### src/iqs_pkg.sv
// package: register map, field layout, reset values and carrier types for the first interrupt bank
package iqs_pkg;
    // word offsets as printed (register index on the control interface)
    localparam logic [15:0] ADDR_STATUS3   = 16'h0D02;
    localparam logic [15:0] ADDR_STATUS4   = 16'h0D03;
    localparam logic [15:0] ADDR_STATUS5   = 16'h0D04;
    localparam logic [15:0] ADDR_MASK_BASE = 16'h0D08;
    localparam logic [15:0] ADDR_MASK3     = 16'h0D0A;
    localparam logic [15:0] ADDR_MASK4     = 16'h0D0B;
    localparam logic [15:0] ADDR_MASK5     = 16'h0D0C;
    localparam logic [15:0] ADDR_CONTROL   = 16'h0D0F;
    localparam logic [15:0] ADDR_AOD_FLAGS = 16'h0D51;
    localparam logic [15:0] ADDR_AOD_MASK  = 16'h0D53;
    localparam logic [15:0] ADDR_OUT_CTRL  = 16'h0C0F;

    // implemented bits of each status word
    localparam logic [15:0] IMPL_STATUS3 = 16'h000F;
    localparam logic [15:0] IMPL_STATUS4 = 16'hFFC0;
    localparam logic [15:0] IMPL_STATUS5 = 16'h01C3;
    localparam logic [15:0] IMPL_AOD     = 16'h00FC;

    // mask resets: everything masked except the boot-complete source
    localparam logic [15:0] MASK3_RESET    = 16'hFFFF;
    localparam logic [15:0] MASK4_RESET    = 16'hFFFF;
    localparam logic [15:0] MASK5_RESET    = 16'hFEFF;
    localparam logic [15:0] AOD_MASK_RESET = 16'hFFFF;
    localparam logic [15:0] CONTROL_RESET  = 16'h0000;

    // field positions
    localparam int GLOBAL_MASK_BIT = 0;
    localparam int POLARITY_BIT    = 10;
    localparam logic POLARITY_RESET = 1'b1;

    // status-three bits
    localparam int S3_PLL2_LOCK  = 3;
    localparam int S3_PLL1_LOCK  = 2;
    localparam int S3_SYS_UNDER  = 1;
    localparam int S3_ASYNC_UNDER = 0;
    // status-five bits
    localparam int S5_BOOT     = 8;
    localparam int S5_DAC_SRV  = 7;
    localparam int S5_HP_SRV   = 6;
    localparam int S5_PLL2_OK  = 1;
    localparam int S5_PLL1_OK  = 0;

    // raw event levels from the rest of the device
    typedef struct packed {
        logic       pll2Lock;
        logic       pll1Lock;
        logic       sysUnderclock;
        logic       asyncUnderclock;
        logic       asyncRateCfgErr;
        logic [2:0] audioPortErr;   // [2]=port3 [1]=port2 [0]=port1
        logic       hostIfErr;
        logic       mixerDrop;
        logic       asyncClockEna;
        logic       sysClockEna;
        logic       isoRate1CfgErr;
        logic       isoRate2CfgErr;
        logic       bootDone;
        logic       dacServoDone;
        logic       hpServoDone;
        logic       pll2ClockGood;
        logic       pll1ClockGood;
        logic       micClamp;
        logic       pin5;
        logic       jackDetect;
    } iqs_events_type;

    // register access strobe from the control interface
    typedef struct packed {
        logic        wrEn;
        logic        rdEn;
        logic [15:0] addr;
        logic [15:0] wdata;
    } iqs_req_type;

    typedef struct packed {
        logic [15:0] s3;
        logic [15:0] s4;
        logic [15:0] s5;
        logic [15:0] aod;
    } iqs_words_type;
endpackage

### src/iqs_edge_sampler.sv
// event sampler: registers raw levels and reports per-flag set requests
`timescale 1ns/1ps
module iqs_edge_sampler (
    // clock and reset
    input  wire logic                    clk,
    input  wire logic                    rstSyncN,
    // raw levels
    input  wire iqs_pkg::iqs_events_type evIn,
    // set requests, one cycle per qualifying transition
    output iqs_pkg::iqs_words_type       setReq
);
    iqs_pkg::iqs_events_type curR, curNxt, prevR, prevNxt;
    logic                    primedR, primedNxt;

    function automatic logic rise(input logic c, input logic p);
        return c & ~p;
    endfunction
    function automatic logic fall(input logic c, input logic p);
        return ~c & p;
    endfunction

    always_comb begin
        curNxt    = evIn;
        // first sample after reset seeds both stages, so a level already high is no edge
        prevNxt   = primedR ? curR : evIn;
        primedNxt = 1'b1;
    end

    // reset to zero levels; primed blocks a false edge from the reset image
    always_ff @(posedge clk or negedge rstSyncN) begin
        if (!rstSyncN) begin
            curR    <= '0;
            prevR   <= '0;
            primedR <= 1'b0;
        end else begin
            curR    <= curNxt;
            prevR   <= prevNxt;
            primedR <= primedNxt;
        end
    end

    always_comb begin
        setReq = '0;
        if (primedR) begin
            setReq.s3[iqs_pkg::S3_PLL2_LOCK]   = curR.pll2Lock ^ prevR.pll2Lock;
            setReq.s3[iqs_pkg::S3_PLL1_LOCK]   = curR.pll1Lock ^ prevR.pll1Lock;
            setReq.s3[iqs_pkg::S3_SYS_UNDER]   = rise(curR.sysUnderclock, prevR.sysUnderclock);
            setReq.s3[iqs_pkg::S3_ASYNC_UNDER] = rise(curR.asyncUnderclock, prevR.asyncUnderclock);
            setReq.s4[15]    = rise(curR.asyncRateCfgErr, prevR.asyncRateCfgErr);
            setReq.s4[14:12] = curR.audioPortErr & ~prevR.audioPortErr;
            setReq.s4[11]    = rise(curR.hostIfErr, prevR.hostIfErr);
            setReq.s4[10]    = rise(curR.mixerDrop, prevR.mixerDrop);
            setReq.s4[9]     = fall(curR.asyncClockEna, prevR.asyncClockEna);
            setReq.s4[8]     = fall(curR.sysClockEna, prevR.sysClockEna);
            setReq.s4[7]     = rise(curR.isoRate1CfgErr, prevR.isoRate1CfgErr);
            setReq.s4[6]     = rise(curR.isoRate2CfgErr, prevR.isoRate2CfgErr);
            setReq.s5[iqs_pkg::S5_BOOT]    = rise(curR.bootDone, prevR.bootDone);
            setReq.s5[iqs_pkg::S5_DAC_SRV] = rise(curR.dacServoDone, prevR.dacServoDone);
            setReq.s5[iqs_pkg::S5_HP_SRV]  = rise(curR.hpServoDone, prevR.hpServoDone);
            setReq.s5[iqs_pkg::S5_PLL2_OK] = curR.pll2ClockGood ^ prevR.pll2ClockGood;
            setReq.s5[iqs_pkg::S5_PLL1_OK] = curR.pll1ClockGood ^ prevR.pll1ClockGood;
            setReq.aod[7] = fall(curR.micClamp, prevR.micClamp);
            setReq.aod[6] = rise(curR.micClamp, prevR.micClamp);
            setReq.aod[5] = fall(curR.pin5, prevR.pin5);
            setReq.aod[4] = rise(curR.pin5, prevR.pin5);
            setReq.aod[3] = fall(curR.jackDetect, prevR.jackDetect);
            setReq.aod[2] = rise(curR.jackDetect, prevR.jackDetect);
        end
    end

    property p_rise_once;
        @(posedge clk) disable iff (!rstSyncN)
        setReq.s5[iqs_pkg::S5_BOOT] |=> !setReq.s5[iqs_pkg::S5_BOOT];
    endproperty
    a_rise_once: assert property (p_rise_once) else $error("boot set request lasted more than one cycle");

    property p_pin5_excl;
        @(posedge clk) disable iff (!rstSyncN)
        !(setReq.aod[5] && setReq.aod[4]);
    endproperty
    a_pin5_excl: assert property (p_pin5_excl) else $error("pin5 rise and fall requested together");

    // levels standing at reset release must not look like transitions
    property p_seed_quiet;
        @(posedge clk) disable iff (!rstSyncN)
        $rose(primedR) |-> (setReq == '0);
    endproperty
    a_seed_quiet: assert property (p_seed_quiet) else $error("set request right after reset release");
endmodule // iqs_edge_sampler

### src/iqs_irq_status.sv
// first interrupt bank: latching flags, masks, global mask and request pin
`timescale 1ns/1ps
// Operation
// - flags stick until host writes one
// - pll lock flags set on both edges
// - system underclock flag on rising edge
// - async underclock flag on rising edge
// - async rate config error on rising edge
// - audio port errors on rising edges
// - host interface error on rising edge
// - mixer drop on rising edge
// - clock-off flags on enable shut-down
// - iso rate config errors on rising edges
// - boot complete on rising edge
// - dac servo done on rising edge
// - headphone servo done on rising edge
// - pll clock-good flags on both edges
// - one mask bit per flag position
// - mask zero passes, one blocks
// - only boot mask resets unmasked
// - global mask bit zero, resets clear
// - always-on rise and fall flags
// - pin5 flags follow their own edge
// - always-on masks reset to one
// - request is OR of unmasked flags
// - pin active low, polarity bit ten
module iqs_irq_status (
    // clock and reset
    input  wire logic                    core_clk,
    input  wire logic                    resetn,
    // control interface register access
    input  wire iqs_pkg::iqs_req_type    hostReq,
    output logic [15:0]                  rdData_r,
    output logic                         rdValid_r,
    // event sources
    input  wire iqs_pkg::iqs_events_type evIn,
    // request outputs
    output logic                         request_out_first_r,
    output logic                         irqPin_r
);
    logic                   rstSync1R, rstSyncN;
    iqs_pkg::iqs_words_type setReq;

    // reset release through two flops; assertion stays asynchronous
    always_ff @(posedge core_clk or negedge resetn) begin
        if (!resetn) begin
            rstSync1R <= 1'b0;
            rstSyncN  <= 1'b0;
        end else begin
            rstSync1R <= 1'b1;
            rstSyncN  <= rstSync1R;
        end
    end

    iqs_edge_sampler u_sampler (
        .clk      (core_clk),
        .rstSyncN (rstSyncN),
        .evIn     (evIn),
        .setReq   (setReq)
    );

    iqs_pkg::iqs_words_type flags_r, flags_nxt;
    logic [15:0] mask3_r, mask3_nxt, mask4_r, mask4_nxt, mask5_r, mask5_nxt;
    logic [15:0] aodMask_r, aodMask_nxt;
    logic        globalMask_r, globalMask_nxt;
    logic        polarity_r, polarity_nxt;
    logic [15:0] rdData_nxt;
    logic        rdValid_nxt;
    logic        reqOut_nxt, irqPin_nxt;

    function automatic logic hit(input iqs_pkg::iqs_req_type r, input logic [15:0] a);
        return r.wrEn && (r.addr == a);
    endfunction

    // set wins over a same-cycle clear so no event is lost
    function automatic logic [15:0] w1c(input logic [15:0] cur, input logic [15:0] set,
                                        input logic [15:0] clr, input logic [15:0] impl);
        return ((cur & ~clr) | set) & impl;
    endfunction

    always_comb begin
        logic [15:0] c3, c4, c5, ca;
        c3 = hit(hostReq, iqs_pkg::ADDR_STATUS3)   ? hostReq.wdata : 16'h0000;
        c4 = hit(hostReq, iqs_pkg::ADDR_STATUS4)   ? hostReq.wdata : 16'h0000;
        c5 = hit(hostReq, iqs_pkg::ADDR_STATUS5)   ? hostReq.wdata : 16'h0000;
        ca = hit(hostReq, iqs_pkg::ADDR_AOD_FLAGS) ? hostReq.wdata : 16'h0000;
        flags_nxt.s3  = w1c(flags_r.s3, setReq.s3, c3, iqs_pkg::IMPL_STATUS3);
        flags_nxt.s4  = w1c(flags_r.s4, setReq.s4, c4, iqs_pkg::IMPL_STATUS4);
        flags_nxt.s5  = w1c(flags_r.s5, setReq.s5, c5, iqs_pkg::IMPL_STATUS5);
        flags_nxt.aod = w1c(flags_r.aod, setReq.aod, ca, iqs_pkg::IMPL_AOD);
    end

    always_comb begin
        mask3_nxt      = hit(hostReq, iqs_pkg::ADDR_MASK3) ? hostReq.wdata : mask3_r;
        mask4_nxt      = hit(hostReq, iqs_pkg::ADDR_MASK4) ? hostReq.wdata : mask4_r;
        mask5_nxt      = hit(hostReq, iqs_pkg::ADDR_MASK5) ? hostReq.wdata : mask5_r;
        aodMask_nxt    = hit(hostReq, iqs_pkg::ADDR_AOD_MASK) ? hostReq.wdata : aodMask_r;
        globalMask_nxt = hit(hostReq, iqs_pkg::ADDR_CONTROL)
                       ? hostReq.wdata[iqs_pkg::GLOBAL_MASK_BIT] : globalMask_r;
        polarity_nxt   = hit(hostReq, iqs_pkg::ADDR_OUT_CTRL)
                       ? hostReq.wdata[iqs_pkg::POLARITY_BIT] : polarity_r;
    end

    always_comb begin
        rdValid_nxt = hostReq.rdEn;
        rdData_nxt  = 16'h0000;
        if (hostReq.rdEn) begin
            unique case (hostReq.addr)
                iqs_pkg::ADDR_STATUS3:   rdData_nxt = flags_r.s3;
                iqs_pkg::ADDR_STATUS4:   rdData_nxt = flags_r.s4;
                iqs_pkg::ADDR_STATUS5:   rdData_nxt = flags_r.s5;
                iqs_pkg::ADDR_MASK3:     rdData_nxt = mask3_r;
                iqs_pkg::ADDR_MASK4:     rdData_nxt = mask4_r;
                iqs_pkg::ADDR_MASK5:     rdData_nxt = mask5_r;
                iqs_pkg::ADDR_CONTROL:   rdData_nxt = {15'h0000, globalMask_r};
                iqs_pkg::ADDR_AOD_FLAGS: rdData_nxt = flags_r.aod;
                iqs_pkg::ADDR_AOD_MASK:  rdData_nxt = aodMask_r;
                iqs_pkg::ADDR_OUT_CTRL:  rdData_nxt = {5'h00, polarity_r, 10'h000};
                default:                 rdData_nxt = 16'h0000;
            endcase
        end
    end

    // request follows flags of the same cycle, so it is one cycle behind the flag registers
    always_comb begin
        logic any;
        any = |(flags_r.s3 & ~mask3_r) | |(flags_r.s4 & ~mask4_r)
            | |(flags_r.s5 & ~mask5_r) | |(flags_r.aod & ~aodMask_r);
        reqOut_nxt = any & ~globalMask_r;
        irqPin_nxt = polarity_r ? ~reqOut_nxt : reqOut_nxt;
    end

    always_ff @(posedge core_clk or negedge rstSyncN) begin
        if (!rstSyncN) begin
            flags_r             <= '0;
            mask3_r             <= iqs_pkg::MASK3_RESET;
            mask4_r             <= iqs_pkg::MASK4_RESET;
            mask5_r             <= iqs_pkg::MASK5_RESET;
            aodMask_r           <= iqs_pkg::AOD_MASK_RESET;
            globalMask_r        <= iqs_pkg::CONTROL_RESET[0];
            polarity_r          <= iqs_pkg::POLARITY_RESET;
            rdData_r            <= 16'h0000;
            rdValid_r           <= 1'b0;
            request_out_first_r <= 1'b0;
            irqPin_r            <= iqs_pkg::POLARITY_RESET;
        end else begin
            flags_r             <= flags_nxt;
            mask3_r             <= mask3_nxt;
            mask4_r             <= mask4_nxt;
            mask5_r             <= mask5_nxt;
            aodMask_r           <= aodMask_nxt;
            globalMask_r        <= globalMask_nxt;
            polarity_r          <= polarity_nxt;
            rdData_r            <= rdData_nxt;
            rdValid_r           <= rdValid_nxt;
            request_out_first_r <= reqOut_nxt;
            irqPin_r            <= irqPin_nxt;
        end
    end

    // assertions
    property p_sticky;
        @(posedge core_clk) disable iff (!rstSyncN)
        (flags_r.s4[11] && !(hostReq.wrEn && hostReq.addr == iqs_pkg::ADDR_STATUS4 && hostReq.wdata[11]))
        |=> flags_r.s4[11];
    endproperty
    a_sticky: assert property (p_sticky) else $error("status flag dropped without a clear");

    property p_set_wins;
        @(posedge core_clk) disable iff (!rstSyncN)
        setReq.s3[iqs_pkg::S3_SYS_UNDER] |=> flags_r.s3[iqs_pkg::S3_SYS_UNDER];
    endproperty
    a_set_wins: assert property (p_set_wins) else $error("event lost against clear");

    property p_lock_fall;
        @(posedge core_clk) disable iff (!rstSyncN)
        $fell(evIn.pll1Lock) |-> ##3 flags_r.s3[iqs_pkg::S3_PLL1_LOCK];
    endproperty
    a_lock_fall: assert property (p_lock_fall) else $error("pll1 lock fall not flagged");

    property p_boot_flag;
        @(posedge core_clk) disable iff (!rstSyncN)
        $rose(evIn.bootDone) |-> ##2 flags_r.s5[iqs_pkg::S5_BOOT];
    endproperty
    a_boot_flag: assert property (p_boot_flag) else $error("boot done not flagged");

    property p_clkoff;
        @(posedge core_clk) disable iff (!rstSyncN)
        $fell(evIn.sysClockEna) |-> ##3 flags_r.s4[8];
    endproperty
    a_clkoff: assert property (p_clkoff) else $error("clock shut-down not flagged");

    property p_or_out;
        @(posedge core_clk) disable iff (!rstSyncN)
        (flags_r.s5[iqs_pkg::S5_BOOT] && !mask5_r[iqs_pkg::S5_BOOT] && !globalMask_r) |=> request_out_first_r;
    endproperty
    a_or_out: assert property (p_or_out) else $error("unmasked flag gave no request");

    property p_global;
        @(posedge core_clk) disable iff (!rstSyncN)
        globalMask_r |=> !request_out_first_r;
    endproperty
    a_global: assert property (p_global) else $error("global mask did not block request");

    property p_masked;
        @(posedge core_clk) disable iff (!rstSyncN)
        (flags_r == '0) |=> !request_out_first_r;
    endproperty
    a_masked: assert property (p_masked) else $error("request without any flag");

    property p_pin;
        @(posedge core_clk) disable iff (!rstSyncN)
        ##1 (irqPin_r == ($past(polarity_r) ? ~request_out_first_r : request_out_first_r));
    endproperty
    a_pin: assert property (p_pin) else $error("pin polarity wrong");

    property p_clear;
        @(posedge core_clk) disable iff (!rstSyncN)
        hit(hostReq, iqs_pkg::ADDR_STATUS4) && hostReq.wdata[11] && !setReq.s4[11] |=> !flags_r.s4[11];
    endproperty
    a_clear: assert property (p_clear) else $error("written one did not clear flag");

    property p_mask_read;
        @(posedge core_clk) disable iff (!rstSyncN)
        hostReq.rdEn && hostReq.addr == iqs_pkg::ADDR_MASK4 |=> rdData_r == $past(mask4_r);
    endproperty
    a_mask_read: assert property (p_mask_read) else $error("mask word read back wrong");

    property p_hp_servo;
        @(posedge core_clk) disable iff (!rstSyncN)
        $rose(evIn.hpServoDone) |-> ##2 flags_r.s5[iqs_pkg::S5_HP_SRV];
    endproperty
    a_hp_servo: assert property (p_hp_servo) else $error("headphone servo done not flagged");

    property p_pin5_rise;
        @(posedge core_clk) disable iff (!rstSyncN)
        $rose(evIn.pin5) |-> ##2 flags_r.aod[4];
    endproperty
    a_pin5_rise: assert property (p_pin5_rise) else $error("pin5 rise not flagged");

    // always-on flags reach the request only through their own mask word
    property p_aod_out;
        @(posedge core_clk) disable iff (!rstSyncN)
        (flags_r.aod[4] && !aodMask_r[4] && !globalMask_r) |=> request_out_first_r;
    endproperty
    a_aod_out: assert property (p_aod_out) else $error("unmasked always-on flag gave no request");

    c_boot_irq:  cover property (@(posedge core_clk) disable iff (!rstSyncN)
        $rose(request_out_first_r) && flags_r.s5[iqs_pkg::S5_BOOT]);
    c_clear:     cover property (@(posedge core_clk) disable iff (!rstSyncN) $fell(request_out_first_r));
    c_aod_fall:  cover property (@(posedge core_clk) disable iff (!rstSyncN) setReq.aod[5]);
    c_pol_high:  cover property (@(posedge core_clk) disable iff (!rstSyncN) !polarity_r && irqPin_r);
    c_aod_irq:   cover property (@(posedge core_clk) disable iff (!rstSyncN)
        request_out_first_r && flags_r.aod[4] && !aodMask_r[4]);
endmodule // iqs_irq_status

### config.mk
export PLATFORM = sky130hd
export DESIGN_NAME = iqs_irq_status
export DESIGN_NICKNAME = d
export VERILOG_FILES = /design/src/iqs_pkg.sv /design/src/iqs_edge_sampler.sv /design/src/iqs_irq_status.sv
export SDC_FILE = /design/constraint.sdc
export NUM_CORES = 1
export LEC_CHECK = 0
export CORE_ASPECT_RATIO = 1.5
export CORE_MARGIN = 1.5
export CORE_UTILIZATION = 35
export CTS_BUF_LIST = sky130_fd_sc_hd__clkbuf_8
export DETAILED_ROUTE_END_ITERATION = 10
export DONT_BUFFER_PORTS = 1
export SLEW_MARGIN = 0
export SYNTH_ARGS = -nofsm -noshare
export SYNTH_HDL_FRONTEND = slang
export SYNTH_HIERARCHICAL = 1
export SYNTH_SLANG_ARGS = --single-unit
### constraint.sdc
create_clock -name core_clk -period 5.2 [get_ports core_clk]
set_clock_uncertainty 0.15 [all_clocks]
set_input_delay 0.52 -clock core_clk [delete_from_list [all_inputs] [get_ports core_clk]]
set_output_delay 0.52 -clock core_clk [all_outputs]
set_load 0.02 [all_outputs]
==> flow_metrics.tcl, run 1 <==
set metrics [dict create \
    die-area_mm2 0.0206 \
    grt_use_total_pct 16.7 \
    final_cell_mix "91 x dfrtp_1, 67 x mux2_1, 65 x dfstp_2" \
    syn_to_final_growth_pct 12.9 \
    fin_ws_ns 2.08 \
    synth.avg_cell_area_um2 13.0 \
    cts.root.buffer_cell "clkbuf_8" \
    routed_wirelength_mm 16.3 \
    grt_pass1_wl_mm 26.5 \
    die_h_um 175 \
    cts.repair.resized 0 \
    hold_viol_final 0 \
    ff2ff_path_depth 4 \
    holdPathEnd "aodMask_r[9]$_DFFE_PN1P_" \
    maxCapViolations 0 \
    grt_pass1_vias 4759 \
    rsz0062_at_grt "false" \
    core-area_mm2 0.0192 \
    drtIter0Drc 297 \
    die_x_um 118 \
    ir_drop_mv 0.148 \
    synthesis.area_mm2 0.00690 \
    drtPass1Iterations 5 \
    gp_congestion 0.859 \
    endpoint_kind "flop" \
    r2r-end "irqPin_r$_DFF_PN1_" \
    power.density_mw_per_mm2 303 \
    post_cts_buffers 0 \
    place_area_mm2 0.00711 \
    min_from "hostReq[9]" \
    rr_startpoint "mask3_r[1]$_DFFE_PN1P_" \
    ff2ff_setup_slack_ns 3.37 \
    finalSetupViolCount 0 \
    synthesis.nets 590 \
    hp-class "input pin to flop" \
    ctsLongestPathBuffers 2 \
    diodes 0 \
    nets 612 \
    dp_slack_ns 1.68 \
    cts_max_level 4 \
    cp_max_fo 16 \
    final_area_mm2 0.00779 \
    wl_per_cell_um 19.8 \
    start_util_pct 35.9 \
    tightest_slew_ns 1.32 \
    maxSlewHeadroom_pct 11.2 \
    hold_path_depth 1 \
    final-instance-count-excl-fill 823 \
    worstPathArrival_ns 3.29 \
    postSynthCellCount 532 \
    post-route-util_pct 40.5 \
    final_common_cell "dfrtp_1" \
    status "finished, final reports clean" \
    leakage_nw 3.35 \
    slew_viol_final 0 \
    power.total_mw 2.36 \
    vias 4387 \
    clk_pin_slew_ns 0.09 \
    dp_cells 767 \
    cts-buffers-inserted 17 \
    worstSetupPathType "input pin to flop" \
    setup_tns_ns 0 \
    ios 77 \
    synth_warnings 6 \
    max_freq_mhz 321 \
    drtAntennaViolNets 0 \
    fin_crit_ns 3.12 \
    startpoint_type "input pin" \
    drive_above_1_share_pct 24.9 \
    io_buffers 0 \
    worstSkewPairLatency_ns 0.45 \
    viasPerCell 5.33 \
    antenna_found_initial 0 \
    cts_tree "yes" \
    whs_ns 0.0479 \
    hpwl_mm 11.2 \
    grt_max_degree 156 \
    worstPathRequired_ns 5.38 \
    fin_crit_sh_pct 59.9 \
    cts_hold_buffers 24 \
    clock_sinks 157 \
    drc 0 \
    rows 62 \
    gr-total-overflow 0 \
]
==> report_power, final <==
part           switching (mW)  total [mW]  internal, mW
Combinational          0.0492      0.0957        0.0465
Clock                   0.468        1.01         0.539
Sequential            0.00972        1.26          1.25
==> routing by layer <==
metal	wire length (um)	track usage [%]	vias to the layer above
li1	-	-	1961
met1	6610	19.7	2251
met2	8120	28.3	143
met3	1010	4.28	32
met4	585	8.18	0
met5	0	0	-
==> worst max-delay path by stage <==
stage	endpoint	startpoint	cells after the start
final	mask5_r[8]$_DFFE_PN0P_	hostReq[29]	4
after floorplan	flags_r[16]$_DFF_PN0_	rstSyncN$_DFF_PN0_	0
after CTS	mask5_r[8]$_DFFE_PN0P_	hostReq[29]	4
after global routing	mask5_r[8]$_DFFE_PN0P_	hostReq[29]	4
after global placement	mask5_r[8]$_DFFE_PN0P_	hostReq[29]	4
after detailed placement	mask5_r[8]$_DFFE_PN0P_	hostReq[29]	4
==> sequential cells by signal, summed over array words and instances (netlist names) <==
name and cells:
flags_r 25, rstSyncN 1, irqPin_r 1, aodMask_r 16, rdData_r 16, mask3_r 16
rdValid_r 1, globalMask_r 1, rstSync1R 1, mask5_r 16, u_sampler/primedR 1, request_out_first_r 1
u_sampler/prevR 22, u_sampler/curR 22, mask4_r 16, polarity_r 1
==> critical path, cell delays in order <==
cell and delay, ns:
or4_4 0.58, nor4_2 1.13, nand2_2 0.58, mux2_1 0.47
==> layout make-up <==
type                    instances  area (um2)
clock buffers                  18         248
repair buffers                 27         275
inverters                      28         105
well taps                     256         320
clock inverters                14         193
flip-flops and latches        157        4010
multi-input cells             323        2630
fillers                      1878       11500
No activity file was read; power rests on OpenSTA's default activity.
==> run 2: changes to the inputs <==
- clock period: 5.2 -> 2.6 ns (I/O delays scaled with it)
==> run 2 against run 1 <==
  * Register-to-register slack worse by 2.5 ns
  * First-iteration DRC count decreased by 1.7%
  * Global-route usage about the same
  * Final area grew 3.6%
  * Critical path depth up 2
  * Sequential share of layout area fell by 1.8 points
  * Clock-buffer cell count is 1 lower
  * Cell count increased by 3.6%
  * Sequential cell count unchanged
  * Via count increased by 2.8%
  * Core utilization increased by 1.5 points
  * Total power grew 99%
  * Critical path type unchanged
  * Largest power group unchanged
==> flow_metrics.tcl, run 2 (synthesis gave the netlist of run 1 again) <==
set metrics [dict create \
    status "finished, final reports clean" \
    ctsLongestPathBuffers 2 \
    final-instance-count-excl-fill 853 \
    p_sw_share_pct 23.6 \
    biggestRegsByFlops "flags_r: 25 flops, u_sampler/curR: 22 flops, u_sampler/prevR: 22 flops" \
    worstSkewPairLatency_ns 0.45 \
    cts.root.buffer_cell "clkbuf_8" \
    ios 77 \
    grt_pass1_vias 4827 \
    drc 0 \
    nets 642 \
    cts_tree "yes" \
    whs_ns 0.0324 \
    hp-class "input pin to flop" \
    hold_viol_final 0 \
    drtPass1Iterations 5 \
    seqPwrFrac_pct 54.0 \
    drtIter0Drc 292 \
    ir_drop_mv 0.260 \
    grt_max_degree 51 \
    io_buffers 0 \
    drive_above_1_share_pct 25.1 \
    vias 4510 \
    syn_to_final_growth_pct 16.9 \
    fin_ws_ns 0.205 \
    power.density_mw_per_mm2 581 \
    rows 62 \
    p_comb_share_pct 4.9 \
    drtAntennaViolNets 0 \
    clock_sinks 157 \
    endpoint_kind "flop" \
    p_switching_mw 1.11 \
    viasPerCell 5.29 \
    maxSlewHeadroom_pct 31.8 \
    wl_per_cell_um 19.3 \
    finalSetupViolCount 0 \
    fin_crit_ns 2.40 \
    setup_tns_ns 0 \
    top_register "flags_r" \
    rsz0062_at_grt "false" \
    startpoint_type "input pin" \
    worstPathArrival_ns 2.59 \
    gp_congestion 0.871 \
    leakage_nw 3.48 \
    power.total_mw 4.69 \
    core-area_mm2 0.0192 \
    routed_wirelength_mm 16.5 \
    gr-total-overflow 0 \
    final_cell_mix "91 x dfrtp_1, 67 x mux2_1, 65 x dfstp_2" \
    hpwl_mm 11.6 \
    die_h_um 175 \
    dp_slack_ns 0.236 \
    worstSetupPathType "input pin to flop" \
    final_common_cell "dfrtp_1" \
    die-area_mm2 0.0206 \
    tightest_slew_ns 1.02 \
    slew_viol_final 0 \
    p_int_mw 3.58 \
    grt_use_total_pct 16.7 \
    cts-buffers-inserted 17 \
    fin_crit_sh_pct 92.1 \
    power_frac_clock_pct 41.0 \
    clk_pin_slew_ns 0.09 \
    die_x_um 118 \
    start_util_pct 35.9 \
    cts_max_level 4 \
    max_freq_mhz 418 \
    worstPathRequired_ns 2.80 \
    dp_cells 776 \
    cp_max_fo 4 \
    largest_reg_flops 25 \
    diodes 0 \
    maxCapViolations 0 \
    antenna_found_initial 0 \
    grt_pass1_wl_mm 26.7 \
]
==> run 2: cell count changes in the layout (fill, tap and decap cells not counted) <==
| cell | before | now |
|---|---|---|
| buf_12 | 1 | 3 |
| buf_4 | 2 | 9 |
| bufinv_16 | 4 | 3 |
| clkbuf_8 | 18 | 17 |
| clkinv_1 | 0 | 1 |
| clkinv_2 | 1 | 0 |
| clkinvlp_4 | 1 | 2 |
| dlygate4sd3_1 | 24 | 45 |
| inv_1 | 29 | 28 |
| inv_6 | 3 | 4 |
| inv_8 | 0 | 1 |
==> run 2: what timing repair did <==
item                                   CTS  global route
hold buffers                            45             0
gates resized for setup                  0             0
endpoints found under the hold margin  140             0
buffers inserted                         0             0
==> run 2: final timing paths <==
path	depth (start not counted)	slack, ns	end	from
max reg2reg	4	0.84	irqPin_r$_DFF_PN1_	mask3_r[2]$_DFFE_PN1P_
min	3	0.03	globalMask_r$_DFFE_PN0P_	hostReq[19]
min reg2reg	0	0.22	u_sampler/curR[14]$_DFF_PN0_	rstSyncN$_DFF_PN0_
min in group asynchronous	0	0.22	u_sampler/curR[14]$_DFF_PN0_	rstSyncN$_DFF_PN0_
max in group asynchronous	1	1.22	mask3_r[7]$_DFFE_PN1P_	rstSyncN$_DFF_PN0_
max	6	0.20	rdData_r[3]$_DFF_PN0_	hostReq[29]
==> run 2: per-layer routing <==
layer / routed length (um) / vias up / track usage [%]
met5: 0 / - / 0
met4: 618 / 0 / 9.15
met3: 957 / 38 / 3.13
met2: 8300 / 174 / 28.4
met1: 6620 / 2265 / 20.0
li1: - / 2033 / -
==> run 2: final cells by class <==
cell class | count | area [um2]
Inverter | 28 | 105
Tap cell | 256 | 320
Sequential cell | 157 | 4010
Fill cell | 1851 | 11200
Multi-Input combinational cell | 323 | 2630
Clock inverter | 15 | 185
Clock buffer | 17 | 234
Timing Repair Buffer | 57 | 578
==> run 2: stage by stage <==
step | util [%] | cell area, um2
after floorplan | - | 6900
after global placement | 37.4 | 7200
after detailed placement | 37.4 | 7200
after CTS | 41.9 | 8070
after global routing | 41.9 | 8070
final | 41.9 | 8070
==> run 2: power groups by stage <==
| stage | Combinational, mW | Clock, mW | Sequential [mW] |
|---|---|---|---|
| 6_report | 0.232 | 1.92 | 2.53 |
| 2_1_floorplan | 0.114 | 0 | 2.58 |
| 4_1_cts | 0.235 | 1.97 | 2.53 |
| 3_5_place_dp | 0.156 | 0 | 2.58 |
| 3_3_place_gp | 0.151 | 0 | 2.57 |
| 5_1_grt | 0.256 | 2.06 | 2.54 |
==> run 2: worst max-delay path, cell delays in order <==
cell           delay [ns]
or4_4                0.57
or4_4                0.53
nor4_2               0.33
dlygate4sd3_1        0.62
nand2_1              0.06
a21oi_1              0.21
==> run 3: changes to the inputs <==
- CELL_PAD_IN_SITES_DETAIL_PLACEMENT: not set -> 1
- CELL_PAD_IN_SITES_GLOBAL_PLACEMENT: not set -> 1
- PLACE_DENSITY_LB_ADDON: not set -> 0.1
==> run 3 against run 2 <==
  * Global-route usage up 2.1 points
  * Core utilization up 0.56 points
  * Critical path type unchanged
  * Maximum frequency down 2.1%
  * Sequential share of layout area down 0.64 points
  * Clock-buffer cell count up 3
  * Setup slack worse by 0.051 ns
  * Total power up 0.38%
  * Sequential power about the same
  * Die area unchanged
  * Non-clock buffer count up 8
  * Largest cell class unchanged
  * Critical path depth unchanged
  * Clock power about the same
==> flow_metrics.tcl, run 3 (synthesis gave the netlist of run 1 again) <==
set metrics [dict create \
    status "finished, final reports clean" \
    ff2ff_path_depth 5 \
    power.density_mw_per_mm2 575 \
    post_cts_buffers 0 \
    ctsLongestPathBuffers 2 \
    cts-buffers-inserted 17 \
    core-area_mm2 0.0192 \
    syn_to_final_growth_pct 18.5 \
    worstSkewPairLatency_ns 0.46 \
    nets 650 \
    clk_pin_slew_ns 0.08 \
    cts_tree "yes" \
    maxSlewHeadroom_pct 24.9 \
    start_util_pct 35.9 \
    drtIter0Drc 205 \
    cts_max_level 4 \
    largest_reg_flops 25 \
    grt_max_degree 78 \
    hp-class "input pin to flop" \
    maxCapViolations 0 \
    gr-total-overflow 0 \
    worstSetupPathType "input pin to flop" \
    clock_sinks 157 \
    die_h_um 175 \
    wl_per_cell_um 21.3 \
    slew_viol_final 0 \
    fin_crit_ns 2.45 \
    r2r-end "irqPin_r$_DFF_PN1_" \
    cts.repair.resized 0 \
    vias 4510 \
    max_freq_mhz 409 \
    finalSetupViolCount 0 \
    ff2ff_setup_slack_ns 0.80 \
    final_cell_mix "90 x dfrtp_1, 67 x mux2_1, 65 x dfstp_2" \
    drtPass1Iterations 4 \
    top_register "flags_r" \
    endpoint_kind "flop" \
    grt_use_total_pct 18.8 \
    die_x_um 118 \
    biggestRegsByFlops "flags_r: 25 flops, u_sampler/curR: 22 flops, u_sampler/prevR: 22 flops" \
    io_buffers 0 \
    startpoint_type "input pin" \
    cp-startpoint "hostReq[19]" \
    hpwl_mm 12.6 \
    crit_end "rdData_r[3]$_DFF_PN0_" \
    post-route-util_pct 42.5 \
    leakage_nw 3.54 \
    grt_pass1_vias 4987 \
    hold_path_depth 3 \
    whs_ns 0.0406 \
    final_common_cell "dfrtp_1" \
    cp_max_fo 13 \
    worstPathArrival_ns 2.66 \
    rr_startpoint "mask4_r[13]$_DFFE_PN1P_" \
    rows 62 \
    antenna_found_initial 2 \
    worstPathRequired_ns 2.81 \
    rsz0062_at_grt "false" \
    drtAntennaViolNets 0 \
    gp_congestion 0.790 \
    hold_viol_final 0 \
    cts.root.buffer_cell "clkbuf_8" \
    drive_above_1_share_pct 25.6 \
    ios 77 \
    ir_drop_mv 0.301 \
    routed_wirelength_mm 18.4 \
    setup_tns_ns 0 \
    drc 0 \
    viasPerCell 5.23 \
    fin_crit_sh_pct 94.1 \
    die-area_mm2 0.0206 \
    grt_pass1_wl_mm 29.0 \
    tightest_slew_ns 1.13 \
]
-- run 3: cell types whose count changed in the layout (fill, tap and decap cells not counted), sizes merged --
cell and change:
buf +5, clkbuf +3, dlygate4sd3 +3, inv -3, diode +2
-- run 3: repair_timing --
action                                  in CTS  in global routing
endpoints found under the setup margin       0                  0
hold buffers                                48                  0
hold endpoints to repair                   140                  0
-- run 3: area by class of cell --
class,instances,area (um2)
Antenna cell,2,5.00
Clock buffer,20,275
Clock inverter,12,146
Fill cell,2072,11100
Inverter,28,105
Multi-Input combinational cell,323,2640
Sequential cell,157,4020
Tap cell,256,320
Timing Repair Buffer,65,671
-- run 3: where the power goes --
part	switching [mW]	leakage, nW	internal [mW]
combinational	0.121	1.62	0.121
clock	0.916	0.216	1.02
sequential	0.0341	1.71	2.49
-- run 3: metrics by stage --
stage	std cells	worst slack [ns]	total power, mW	instance area (um2)
final	863	0.154	4.70	8180
after global routing	863	0.137	4.90	8180
after CTS	861	0.228	4.78	8170
after detailed placement	781	0.223	2.74	7270
after global placement	781	0.290	2.73	7270
after floorplan	532	0.522	2.70	6900
-- run 3: worst max-delay path, cell delays in order --
cell	delay (ns)
dlygate4sd3_1	0.58
or4_4	0.57
nor4_2	0.36
dlygate4sd3_1	0.65
nand2_1	0.07
a21oi_1	0.17
-- run 3: per-layer routing --
| layer | global-route usage [%] | part of all wire (%) | vias to the layer above |
|---|---|---|---|
| li1 | - | - | 2042 |
| met1 | 22.5 | 42 | 2339 |
| met2 | 33.2 | 52 | 106 |
| met3 | 3.85 | 3.7 | 23 |
| met4 | 6.96 | 1.9 | 0 |
| met5 | 0 | 0 | - |
-- run 3: worst min path at each step --
stage	startpoint	to	slack, ns
3_5_place_dp	resetn	rstSync1R$_DFF_PN0_	-0.19
6_report	hostReq[33]	flags_r[50]$_DFF_PN0_	0.04
3_3_place_gp	resetn	rstSync1R$_DFF_PN0_	-0.19
5_1_grt	hostReq[33]	mask3_r[6]$_DFFE_PN1P_	0.04
2_1_floorplan	resetn	rstSync1R$_DFF_PN0_	-0.19
4_1_cts	hostReq[33]	flags_r[50]$_DFF_PN0_	0.004
